<file path="config.mk">
export PLATFORM = sky130hd
export DESIGN_NAME = lvd_deser_top
export DESIGN_NICKNAME = d
export VERILOG_FILES = /design/src/lvd_pkg.sv /design/src/lvd_sync.sv /design/src/lvd_deser_top.sv
export SDC_FILE = /design/constraint.sdc
export NUM_CORES = 1
export LEC_CHECK = 0
export BUFFER_PORTS_ARGS = -buffer_cell sky130_fd_sc_hd__clkbuf_2
export CORE_MARGIN = 2
export CORE_UTILIZATION = 25
export DETAILED_ROUTE_END_ITERATION = 7
export REMOVE_ABC_BUFFERS = 1
export SLEW_MARGIN = 30
export SYNTH_ARGS = -nofsm -noshare
export SYNTH_HDL_FRONTEND = slang
export SYNTH_SLANG_ARGS = --single-unit
</file>
<file path="constraint.sdc">
create_clock -name clk -period 3.2 [get_ports clk]
set_input_delay 0.64 -clock clk [delete_from_list [all_inputs] [get_ports clk]]
set_output_delay 0.64 -clock clk [all_outputs]
set_load 0.05 [all_outputs]
</file>
<file path="src/lvd_pkg.sv">
//Contract
//RULE_01: each of four lanes shifts through its own seven-bit serial-in register
//RULE_02: bit timing derived from link clock at seven times its rate; output clock produced
//RULE_03: lane data sampled at seven evenly spaced instants per link-clock period
//RULE_04: once per link period the four lane words leave as one 28-bit word
//RULE_05: data changes with output clock rise, stays valid across its falling edge
//RULE_06: shutdown low stops internal clocking and ignores the line inputs
//RULE_07: shutdown low clears all state and floats data and clock outputs
//RULE_08: three-lane use supported; fourth lane bits carry nothing meaningful then
//RULE_09: transmitter keeps mean link period between 14.7 ns and 32.3 ns; the model transmitter uses a 160 ns period
//RULE_10: after shutdown release outputs stay invalid for about one millisecond settling
//RULE_11: after shutdown assertion outputs float within 400 ns
//RULE_12: first serial bit is lane bit 0; lane n drives outputs 7n+6 to 7n
//RULE_13: outputs stay cleared and floating until bit timing is locked
package lvd_pkg;
    localparam int LANES = 4;
    localparam int BITS = 7;
    localparam int WORD_W = LANES * BITS;
    localparam int CNT_W = 8;
    localparam int ACC_W = 9;
    localparam int BITCNT_W = 3;
    localparam int SETTLE_W = 18;
    localparam int STABLE_W = 3;
    localparam int SYNC_W = 7;
    // sync vector layout
    localparam int SY_LANE0 = 0;
    localparam int SY_LINK = 4;
    localparam int SY_SDN = 5;
    localparam int SY_MODE3 = 6;
    localparam int LOCK_EDGES = 4;
    localparam int CLK_PERIOD_PS = 5000;
    // one millisecond of settling, counted in system clock cycles
    localparam int SETTLE_MS = 1;
    localparam int SETTLE_CYC = SETTLE_MS * 1000000000 / CLK_PERIOD_PS;
    localparam int DISABLE_NS = 400;
    localparam int DISABLE_CYC = DISABLE_NS * 1000 / CLK_PERIOD_PS;
    localparam logic [BITCNT_W-1:0] BIT_LAST = 3'h7;
    localparam logic [ACC_W-1:0] ACC_STEP = 9'h007;

    typedef struct packed {
        logic [SYNC_W-1:0] stage1;
        logic [SYNC_W-1:0] stage2;
    } lvd_sync_t;

    typedef struct packed {
        logic linkPrev;
        logic [CNT_W-1:0] perCnt;
        logic [CNT_W-1:0] period;
        logic [ACC_W-1:0] acc;
        logic [BITCNT_W-1:0] bitCnt;
        logic [LANES-1:0][BITS-1:0] shift;
        logic [STABLE_W-1:0] stableCnt;
        logic [SETTLE_W-1:0] settleCnt;
        logic locked;
        logic [CNT_W-1:0] hiCnt;
        logic [WORD_W-1:0] dataOut;
        logic pclk;
        logic oe;
    } lvd_state_t;
endpackage

</file>
<file path="src/lvd_sync.sv">
`timescale 1ns/1ps
module lvd_sync (
    // clock and reset
    input wire logic clk,
    input wire logic arst_n,
    // pins
    input wire logic [lvd_pkg::SYNC_W-1:0] rawIn,
    output logic [lvd_pkg::SYNC_W-1:0] syncOut
);
    import lvd_pkg::*;
    lvd_sync_t st_reg;
    lvd_sync_t st_next;

    // first stage feeds only the second stage
    always_comb begin
        st_next.stage1 = rawIn;
        st_next.stage2 = st_reg.stage1;
    end

    always_ff @(posedge clk or negedge arst_n) begin
        if (!arst_n) begin
            st_reg <= '0;
        end else begin
            st_reg <= st_next;
        end
    end

    assign syncOut = st_reg.stage2;
endmodule

</file>
<file path="src/lvd_deser_top.sv">
`timescale 1ns/1ps
module lvd_deser_top #(
    parameter int SETTLE_CYCLES = lvd_pkg::SETTLE_CYC
) (
    // clock and reset
    input wire logic clk,
    input wire logic arst_n,
    // link side
    input wire logic link_clock_in,
    input wire logic [lvd_pkg::LANES-1:0] laneIn,
    // control pins
    input wire logic shutdown_clear_n,
    input wire logic threeLaneMode,
    // parallel side
    output logic [lvd_pkg::WORD_W-1:0] dataOut,
    output logic dataOe,
    output logic parallel_clock_out,
    output logic parallelClockOe
);
    import lvd_pkg::*;
    lvd_state_t s_reg;
    lvd_state_t s_next;
    logic [SYNC_W-1:0] syncV;
    logic linkS;
    logic sdnS;
    logic mode3S;
    logic rise;
    logic tick;
    logic load;
    logic [CNT_W-1:0] measured;
    logic [ACC_W-1:0] accSum;
    logic [WORD_W-1:0] word;
    logic periodStable;

    lvd_sync u_sync (
        .clk(clk),
        .arst_n(arst_n),
        .rawIn({threeLaneMode, shutdown_clear_n, link_clock_in, laneIn}),
        .syncOut(syncV)
    );

    assign linkS = syncV[SY_LINK];
    assign sdnS = syncV[SY_SDN];
    assign mode3S = syncV[SY_MODE3];

    always_comb begin
        s_next = s_reg;
        rise = 1'b0;
        tick = 1'b0;
        load = 1'b0;
        measured = s_reg.perCnt + 8'h01;
        accSum = s_reg.acc + ACC_STEP;
        periodStable = 1'b0;
        // lane 0 in low bits; lane 3 dropped for three-lane transmitters
        word = s_reg.shift;                                        // RULE_12
        if (mode3S) begin
            word[WORD_W-1 -: BITS] = '0;                           // RULE_08
        end
        if (!sdnS) begin
            // everything cleared, line inputs ignored, outputs floated
            s_next = '0;                                           // RULE_06 RULE_07 RULE_11
        end else begin
            s_next.linkPrev = linkS;
            rise = linkS & ~s_reg.linkPrev;
            if (s_reg.settleCnt < SETTLE_W'(SETTLE_CYCLES)) begin
                s_next.settleCnt = s_reg.settleCnt + 18'h00001;  // RULE_10
            end
            if (rise) begin
                // measured period sets the bit spacing; start half a bit in
                periodStable = (measured <= s_reg.period + 8'h01) && (measured + 8'h01 >= s_reg.period);
                s_next.period = measured;                          // RULE_02
                s_next.perCnt = '0;
                s_next.acc = ACC_W'(measured >> 1);                // RULE_03
                s_next.bitCnt = '0;
                load = (s_reg.bitCnt == BIT_LAST) && s_reg.locked; // RULE_04
                if (!periodStable) begin
                    s_next.stableCnt = '0;
                    s_next.locked = 1'b0;
                end else if (s_reg.stableCnt != STABLE_W'(LOCK_EDGES)) begin
                    s_next.stableCnt = s_reg.stableCnt + 3'h1;
                end else if (s_reg.settleCnt >= SETTLE_W'(SETTLE_CYCLES)) begin
                    s_next.locked = 1'b1;                          // RULE_13
                end
            end else begin
                if (s_reg.perCnt != '1) begin
                    s_next.perCnt = s_reg.perCnt + 8'h01;
                end
                // capped at seven samples so a slow edge cannot overrun a frame
                if (s_reg.bitCnt != BIT_LAST) begin
                    if (accSum >= {1'b0, s_reg.period}) begin
                        tick = 1'b1;                               // RULE_03
                        s_next.acc = accSum - {1'b0, s_reg.period};
                        s_next.bitCnt = s_reg.bitCnt + 3'h1;
                    end else begin
                        s_next.acc = accSum;
                    end
                end
            end
            for (int l = 0; l < LANES; l++) begin
                if (tick) begin
                    s_next.shift[l] = {syncV[SY_LANE0 + l], s_reg.shift[l][BITS-1:1]}; // RULE_01 RULE_12
                end
            end
            // output clock rises with new data, falls half a link period later
            if (load) begin
                s_next.dataOut = word;                             // RULE_04
                s_next.pclk = 1'b1;                                // RULE_05
                s_next.hiCnt = s_reg.period >> 1;
            end else if (s_reg.pclk) begin
                if (s_reg.hiCnt <= 8'h01) begin
                    s_next.pclk = 1'b0;                            // RULE_05
                end else begin
                    s_next.hiCnt = s_reg.hiCnt - 8'h01;
                end
            end
            s_next.oe = s_next.locked;                             // RULE_13
            if (!s_next.locked) begin
                s_next.dataOut = '0;
                s_next.pclk = 1'b0;
            end
        end
    end

    always_ff @(posedge clk or negedge arst_n) begin
        if (!arst_n) begin
            s_reg <= '0;
        end else begin
            s_reg <= s_next;
        end
    end

    assign dataOut = s_reg.dataOut;
    assign dataOe = s_reg.oe;
    assign parallel_clock_out = s_reg.pclk;
    assign parallelClockOe = s_reg.oe;

    localparam int DIS_MAX = DISABLE_CYC;

    shutdown_float_a: assert property (@(posedge clk) disable iff (!arst_n) // RULE_11
        $fell(sdnS) |-> ##[1:DIS_MAX] (!dataOe && !parallelClockOe))
        else $error("outputs not floated after shutdown");

    cleared_off_a: assert property (@(posedge clk) disable iff (!arst_n) // RULE_07
        !dataOe |-> (dataOut == '0 && !parallel_clock_out))
        else $error("floated outputs not cleared");

    lock_gate_a: assert property (@(posedge clk) disable iff (!arst_n) // RULE_13
        dataOe |-> (s_reg.locked && s_reg.settleCnt >= SETTLE_W'(SETTLE_CYCLES)))
        else $error("outputs enabled before lock");

    word_load_a: assert property (@(posedge clk) disable iff (!arst_n) // RULE_04
        load && sdnS && s_next.locked |=> (dataOut == $past(word) && parallel_clock_out))
        else $error("word not loaded with clock rise");

    fall_stable_a: assert property (@(posedge clk) disable iff (!arst_n) // RULE_05
        $fell(parallel_clock_out) && dataOe |-> $stable(dataOut))
        else $error("data changed at output clock fall");

    seven_samples_a: assert property (@(posedge clk) disable iff (!arst_n) // RULE_03
        tick |-> (s_reg.bitCnt < BIT_LAST) ##1 (s_reg.bitCnt == $past(s_reg.bitCnt) + 3'h1))
        else $error("bit sample count wrong");

    three_lane_a: assert property (@(posedge clk) disable iff (!arst_n) // RULE_08
        $rose(parallel_clock_out) && $past(mode3S) |-> dataOut[WORD_W-1 -: BITS] == '0)
        else $error("unused lane not zero");

    lane_shift_a: assert property (@(posedge clk) disable iff (!arst_n) // RULE_01
        tick && sdnS |=> s_reg.shift[0][BITS-1] == $past(syncV[SY_LANE0]))
        else $error("lane bit not shifted in");

    settle_hold_a: assert property (@(posedge clk) disable iff (!arst_n) // RULE_10
        $rose(sdnS) |-> !dataOe [*8])
        else $error("outputs valid too soon after release");
endmodule

</file>
==> impl_summary.md, run 1 <==
Outcome
The flow ran to the end, and the final reports show no timing, DRC or antenna violations.

STA
Across all setup checks in the final design, the least slack found is roughly 0.18 ns. Summed over all failing endpoints, the final setup total negative slack is 0 ns. Setup violations remaining at the end of the flow were counted as 0. The post-route minimum period is 3.02 ns. The slew at the pin with the worst max-slew slack is 0.676 ns. Derived from the worst setup path, the maximum achievable clock frequency is 0.331 GHz.

The max-slew violation count was 0. Setup repair after global routing could not meet its margin everywhere. The number of hold violations in the final report is 0. Of the available clock period, the critical path in the final layout requires 0.944.

Final hold analysis gives a worst-case slack of 0.128 ns. The tightest slew margin relative to the limit is 0.544. On the final layout, the worst clock skew is 0.00459 ns.

Die
The floorplan step defined a die boundary enclosing 29800 um^2. The die is 173 um wide. The floorplan step set the die height to 173 um. The area inside the core boundary is approximately 28000 um^2. The I/O pin total is 40. The initial cell density of the core is 0.255. The row count is 61.

Routing
For this block, the initial DRC count from the detailed router was 362. After detailed routing, the number of vias per cell comes to 4.56. The post-detailed-route count of antenna-violating nets is 0. The detailed-routing iteration count for the pre-antenna-repair pass is 5. The routed layout has 5332 vias. Summed over all layers, the routed wires come to between 15000 and 20000 um. After detailed routing, the average wire length per cell comes to 13.6 um. For this run, design rule violations remaining after detail routing come to 0.

Place
The number of buffers added on ports is 39. The number of cells in the design after placement is between 1000 and 1500. Routability-driven placement finished with a final weighted congestion of 0.860. Before CTS, the worst setup slack after placement is -0.122 ns.

The HPWL after detailed placement is 10600 um.

Power
The share of total power dissipated in sequential elements is 0.317. The static leakage power is about 3.8 nW. Overall power consumption after layout is estimated at 5.95 mW. Cell internal power was estimated by the tool at approximately 3.9 mW. The share of total power dissipated in the clock network is 0.333. The proportion of power drawn by combinational gates is 0.350.

The power per standard cell area is 706 nW/um^2. Of the total power, the share spent switching nets is 0.345. IR analysis of the VDD net gives a maximum drop of slightly below 0.5 mV. For this design the total switching power over the nets is approximately 2 mW.

Synth
The total of flip-flops plus latches after synthesis is 130. By area the synthesized netlist is led by dfrtp_1 (46%), ha_1 (6.3%), xnor2_1 (4.3%), nor2_1 (3.9%), nand3_1 (3.7%). The number of distinct library cell variants in the gate-level netlist after synthesis is 61. The count of synthesis-stage warnings from yosys is 0. The number of enable flip-flop cells after synthesis is 0. The area share of the largest cell type after synthesis is 0.458. The share of async-settable or async-resettable flops after synthesis is 1.00.

A synthesized cell averages 9.49 um^2. The cell area that synthesis handed to floorplanning was a little over 7000 um^2. dfrtp_1 is the most common cell in the netlist. By count the netlist is led by dfrtp_1 (130), nor2_1 (73), nand2_1 (58).

Of all cell types, the one taking the most synthesized area is dfrtp_1. Synthesis handed over a netlist of between 700 and 800 instances. In the synthesized netlist the dominant register cell turns out to be dfrtp_1. The sequential area share after synthesis is 0.458.

Critical path
The data required time of the worst path is 3.47 ns. The critical-path maximum fanout is 15. The kind of start point of the critical path is a flop. The endpoint class of the critical path is a flop. For the worst setup path, the data arrival time is 3.29 ns. The worst register-to-register path has a depth of 16. The start-to-end type of the worst setup path is flop to flop.

GRT
The fraction of met2 tracks used by global routing is 0.170. The global routing usage on met1 is 0.143. The maximum number of pins on one net before global-route repair is 89.

The first-pass GRT wire length is approximately 26000 um. The via count of the first global-routing pass was ~5300. Global routing finished with a remaining overflow of 0. The busiest layer in global routing is met2. The number of antenna violations at the first check in global routing is 0. In the global route stage, met3 resource usage came out at 0.0257.

The global router's overall resource usage is 0.106.

Cells and area
At the end of the flow, the number of nets in the layout was 826. The final instance count without filler cells is between 1000 and 1500. In the final layout, the share of cells above drive strength 1 is 0.160. The antenna diode instance count is 0.

Fill cells in the final layout number 2884. The register with the most flip-flops in the layout has 87 of them. Compared with the post-synthesis result, the final layout area differs by 18.6%.

Flow run
Across the run, the number of max-cap violations was 0.

Clocking
Clock-pin slew was measured on the worst setup and hold paths at ~0.05 ns. The root buffer cell is clkbuf_16. The insertion delay to the later sink of the worst-skew pair is 0.42 ns.

TritonCTS built the clock tree. The number of clock sinks is between 100 and 150. The maximum buffer depth of the clock tree is 2. The number of hold buffers added after CTS was 0. The H-tree level count is 4.

The number of buffers created by CTS is 17.

Hold path
The class of the worst hold path is input port to async pin.
==> power groups by stage <==
| stage | registers [mW] | logic (mW) | clock network, mW |
|---|---|---|---|
| final | 1.89 | 2.08 | 1.98 |
| after CTS | 1.89 | 2.04 | 2.04 |
| after detailed placement | 1.91 | 2.02 | 0 |
| after floorplan | 1.89 | 1.36 | 0 |
| after global routing | 1.91 | 2.29 | 2.10 |
| after global placement | 1.91 | 2.00 | 0 |
==> cell families (layout without fill, tap and decap cells) <==
kind of cell,Yosys count,after routing,synth area share
AO/OA/AOI/OAI,146,146,0.130
XOR/XNOR,50,50,0.0616
adder cells (fa/ha/maj),37,37,0.0662
buffers and inverters,98,141,0.0711
flip-flops,130,130,0.458
multiplexers,22,22,0.0310
AND/OR/NAND/NOR,266,266,0.183
==> timing repair <==
action,CTS,global route
endpoints found under the setup margin,30,34
gates resized for setup,1,10
buffers inserted,0,4
hold endpoints to repair,0,0
cloned,0,2
pin swaps,0,7
==> cell type report <==
cell class	instances	area, um^2	share of cell area
clock buffers	23	478	0.0567
clock inverters	8	125	0.0148
flip-flops and latches	130	3250	0.386
multi-input cells	521	3420	0.405
well taps	378	473	0.0561
inverters	33	124	0.0147
repair buffers	77	562	0.0666
==> through the flow <==
step	area (um^2)	util
finish	8430	0.303
global route	8430	0.303
CTS	8320	0.299
detailed placement	7710	0.277
global placement	7710	0.277
floorplan	6730	-
==> path summary, 6_finish.rpt <==
| kind | from | to | slack (ns) |
|---|---|---|---|
| worst min register to register | u_sync.st_next[1] | u_sync.syncOut[1] | 0.35 |
| worst min-delay path | arst_n | u_sync.st_next[2] | 0.13 |
| worst max-delay path | s_reg[109] | parallel_clock_out | 0.18 |
| worst max register to register | s_reg[109] | parallel_clock_out | 0.18 |
| max in group asynchronous | arst_n | s_reg[94] | 2.27 |
| min in group clk | threeLaneMode | u_sync.st_next[6] | 0.33 |
==> per-layer routing <==
metal / share of wire / vias to the layer above
met4: 0.016 / 0
met2: 0.46 / 105
met5: 0 / -
met1: 0.49 / 2556
li1: - / 2649
met3: 0.040 / 22
==> critical path: stages, from the launching register on <==
cell and delay (ns):
dfrtp_1 0.40, ha_2 0.21, nand3_1 0.12, nor2_2 0.14, xnor2_1 0.15, inv_1 0.09, and3_1 0.18, xnor2_1 0.12
ha_1 0.29, a211oi_1 0.23, nand2_1 0.11, a211oi_2 0.23, nor4_4 0.10, o221ai_2 0.17, buf_4 0.15, buf_12 0.14
a21oi_1 0.05
==> layout by cell type, fill, tap and decap left out, drive strengths merged, types with 16 or more instances in the layout <==
master / count
nor2: 73
xnor2: 35
inv: 34
nor3: 16
dfrtp: 130
o21ai: 43
a21oi: 46
buf: 38
ha: 36
nand2: 58
nand3: 52
mux2i: 22
clkbuf: 62
No activity file was read; power rests on OpenSTA's default activity.
==> run 2: changes to the inputs <==
--- a/config.mk
+++ b/config.mk
@@ -5,6 +5,8 @@
 export SDC_FILE = /design/constraint.sdc
 export NUM_CORES = 1
 export LEC_CHECK = 0
+export ABC_AREA = 1
+export ABC_CLOCK_PERIOD_IN_PS = 3200
 export BUFFER_PORTS_ARGS = -buffer_cell sky130_fd_sc_hd__clkbuf_2
 export CORE_MARGIN = 2
 export CORE_UTILIZATION = 25
==> run 2 against run 1 <==
Effect of this change: area after synthesis up 4.5%; global-route usage increased by 0.62 points; first-iteration DRC count fell by 5.2%; wire length rose by 4.7%; die area up 4.4%; fmax is 2.5% higher; final cell count rose by 13%; setup slack better by 0.074 ns; via count is 9.0% higher; register-to-register slack better by 0.07 ns; clock skew up 0.0076 ns; sequential power shrank 2%; critical path type unchanged; largest power group is now the clock network; highest routed layer unchanged.
==> impl_summary.md, run 2 <==
Outcome
The flow ran to the end, and the final reports show no timing, DRC or antenna violations.

STA
Measured against its own limit, the worst slew margin works out to 0.531. Dividing the final minimum period by the clock period gives 0.921. Subtracting the final worst setup slack from the clock period gives 2.95 ns. The setup TNS is 0 ns. The number of setup violations in the final report is 0. After layout, the worst setup slack is 0.252 ns. The achievable frequency is 0.339 GHz. The max-slew violation count came to 0.

Across the routed clock network, the largest skew measured is 0.0122 ns. The slew at the pin with the worst max-slew slack is 0.704 ns. Hold is met by 0.248 ns. The number of hold violations in the final report is 0.

Die
The initial utilization of the core area, before any placement, comes to 0.252. The y dimension of the die is 176 um. The die covers 31100 um^2. The region available for standard cell placement spans about 29000 um^2. For this design the top-level I/O count stands at 40. The die span in x is roughly 180 um. The floorplan has 63 rows.

Synth
The most used flip-flop cell after synthesis is dfrtp_1. By area the synthesized netlist is led by dfrtp_1 (44%), nand2_1 (9.3%), inv_1 (6.3%), ha_1 (6.1%), nand3_1 (4.4%). Of all flip-flops after synthesis, the portion carrying an async set or reset was 1.00. Of the post-synthesis cell area, the dominant cell type holds 0.438. The total standard cell area after synthesis is approximately 7400 um^2. The count of synthesis-stage warnings from yosys is 0.

The biggest area consumer among synthesized cells is dfrtp_1. By count the netlist is led by nand2_1 (185), dfrtp_1 (130), inv_1 (124). The sequential area share after synthesis is 0.438. In this run, synthesis produced a sequential element count of 130.

The number of enable flip-flop cells after synthesis is 0. The number of distinct library cell variants in the gate-level netlist after synthesis is 41. The cell count after synthesis came out at 894. The most used standard cell by instance count after synthesis is nand2_1. The synthesized area per cell is 8.31 um^2.

Routing
The total via count in the routed design is 5811. The detailed-routing iteration count for the pre-antenna-repair pass is 5. The routed metal-1 wire length is between 7000 and 8000 um.

Using the TritonRoute via totals, the vias-per-cell ratio works out to 4.41. The highest metal layer carrying signal wires in the routed design is met4. The total met2 wirelength after detailed routing is between 7000 and 8000 um. The total wirelength of the detailed-routed design is between 15000 and 20000 um. The post-detailed-route count of antenna-violating nets is 0. In the detailed route, the total length drawn on met3 is 589 um. In the routed design, unresolved DRC markers number 0. The average wire length per cell after detail routing is 12.7 um. The detailed router's first-iteration violation count is 343.

Power
Across the VDD grid, the largest voltage drop is ~0.47 mV. The static leakage power is 4.16 nW. The power per standard cell area is 677 nW/um^2.

The power consumption is 5.81 mW.

Cells and area
The final design utilization is 0.291. The repair_antennas step left the layout with diodes totalling 0. Leaving out filler cells and counting taps, the final layout contains 1317. The multi-input combinational cells in the finished layout cover a total of 3380 um^2. The share of final-layout standard cells stronger than drive strength 1 is 0.161. The count of nets after finishing is 961. After routing the design area is 8580 um^2. The top cell types in the final layout, fill and taps aside, are nand2_1 (181), dfrtp_1 (130), inv_1 (124), nand3_1 (65), o21ai_0 (58).

The number of flip-flops in the largest register is 87. The layout-stage area growth over the synthesis result is 15.5%. The count of fill cells added during filler insertion is 3196. The library cell used most frequently in the layout, excluding fill and tap cells, is nand2_1. The area occupied by registers is approximately 3300 um^2.

Place
Once placement finished, the instance area stood at 7900 um^2. At the placement stage, the worst setup path has a slack of 0.149 ns. The number of cells in the design after placement is 1284. The HPWL after detailed placement is 11800 um. The global placement routability congestion is between 0.8 and 0.9. The count of buffers added on input and output ports is 39.

Critical path
STA classifies the critical path startpoint as a flop. The worst setup path is of the flop to flop kind. Walking the worst path, the cells encountered are inv_1, ha_1, a21oi_4, nand3_1, xor2_2, ha_1, inv_1, o21ai_1, nand2_1, nand3_2, nor2_8, nand2_8, nand3_4, buf_12, nand3_1, o21ai_2. The dominant delay contributor by cell family on the critical path is simple AND/OR/NAND/NOR gates. For the worst setup path, the data required time is 3.55 ns. The worst setup path is captured at a flop. In this design, the stage delay of the slowest critical-path cell is 0.38 ns. The worst path arrival time is 3.29 ns. Along the worst path, the maximum fanout reaches 29.

The slowest stage of the critical path is the dfrtp_1 cell. The critical path contains buffers and inverters numbering 3 combined. Counting buffers and inverters, the worst setup path is 16 cells deep. Counting cells, the worst reg-to-reg path comes to 16.

Clocking
The clock-pin slew on the worst setup and hold paths is ~0.060 ns. The insertion delay to the later sink of the worst-skew pair is 0.42 ns. TritonCTS built the clock tree.

The number of clock sinks is 130. The number of buffers created by CTS is 17. The root buffer cell is clkbuf_16.

The H-tree generated during clock tree synthesis spans 4 levels. The maximum buffer depth of the clock tree is 2. Buffers inserted to repair hold after CTS numbered 0.

GRT
The maximum number of pins on one net before global-route repair is between 70 and 80. The remaining global-route overflow is 0. The number of antenna violations at the first check in global routing is 0. The via count of the first global-routing pass is 5774. The first-pass GRT wire length is 28300 um. In the global route stage, overall resource usage came out at 0.113.

Hold path
The class of the worst hold path is input port to async pin.

Flow run
The max-capacitance violation count is 0.
run 2: cell count changes in the layout (fill, tap and decap cells not counted), sizes merged, moves of 12 or more:
cell / delta
a211oi: -12
xor2: +15
nand3: +18
inv: +97
o21ai: +41
xnor2: -30
nor2: -26
nand4: +14
buf: -20
nand2: +140
mux2i: -22
run 2: final cells by class:
class,instances,share of cell area
sequential,130,0.379
clock inverter,10,0.0147
tap,390,0.0569
inverter,130,0.0572
clock buffer,21,0.0560
multi-input combinational,580,0.394
timing repair buffer,56,0.0417
run 2: logic make-up after synthesis:
logic type	synth area share
simple gates	0.229
flops	0.438
fa+ha+maj	0.0633
compound gates	0.114
xor+xnor	0.0412
buf+inv	0.115
run 2: per-layer routing:
| layer | global-route usage | vias up |
|---|---|---|
| met5 | 0 | - |
| li1 | - | 2925 |
| met4 | 0.0300 | 0 |
| met3 | 0.0228 | 20 |
| met1 | 0.151 | 2783 |
| met2 | 0.185 | 83 |
run 2: worst paths after layout:
| check | startpoint | endpoint | slack [ns] |
|---|---|---|---|
| setup / recovery | s_reg[91] | s_reg[75] | 0.25 |
| min in group clk | laneIn[3] | u_sync.st_next[3] | 0.32 |
| setup reg to reg | s_reg[91] | s_reg[75] | 0.25 |
| hold reg to reg | u_sync.st_next[0] | u_sync.syncOut[0] | 0.35 |
| max in group asynchronous | arst_n | s_reg[114] | 2.22 |
| hold / removal | arst_n | u_sync.st_next[0] | 0.25 |
run 2: report_power, final:
part           internal [mW]  switching [mW]
Sequential              1.76          0.0861
Combinational          0.691            1.29
Clock                   1.23           0.755
run 2: timing repair:
action / 4_1_cts / 5_1_grt
resized for setup: 0 / 21
setup endpoints to repair: 0 / 54
buffers inserted: 0 / 1
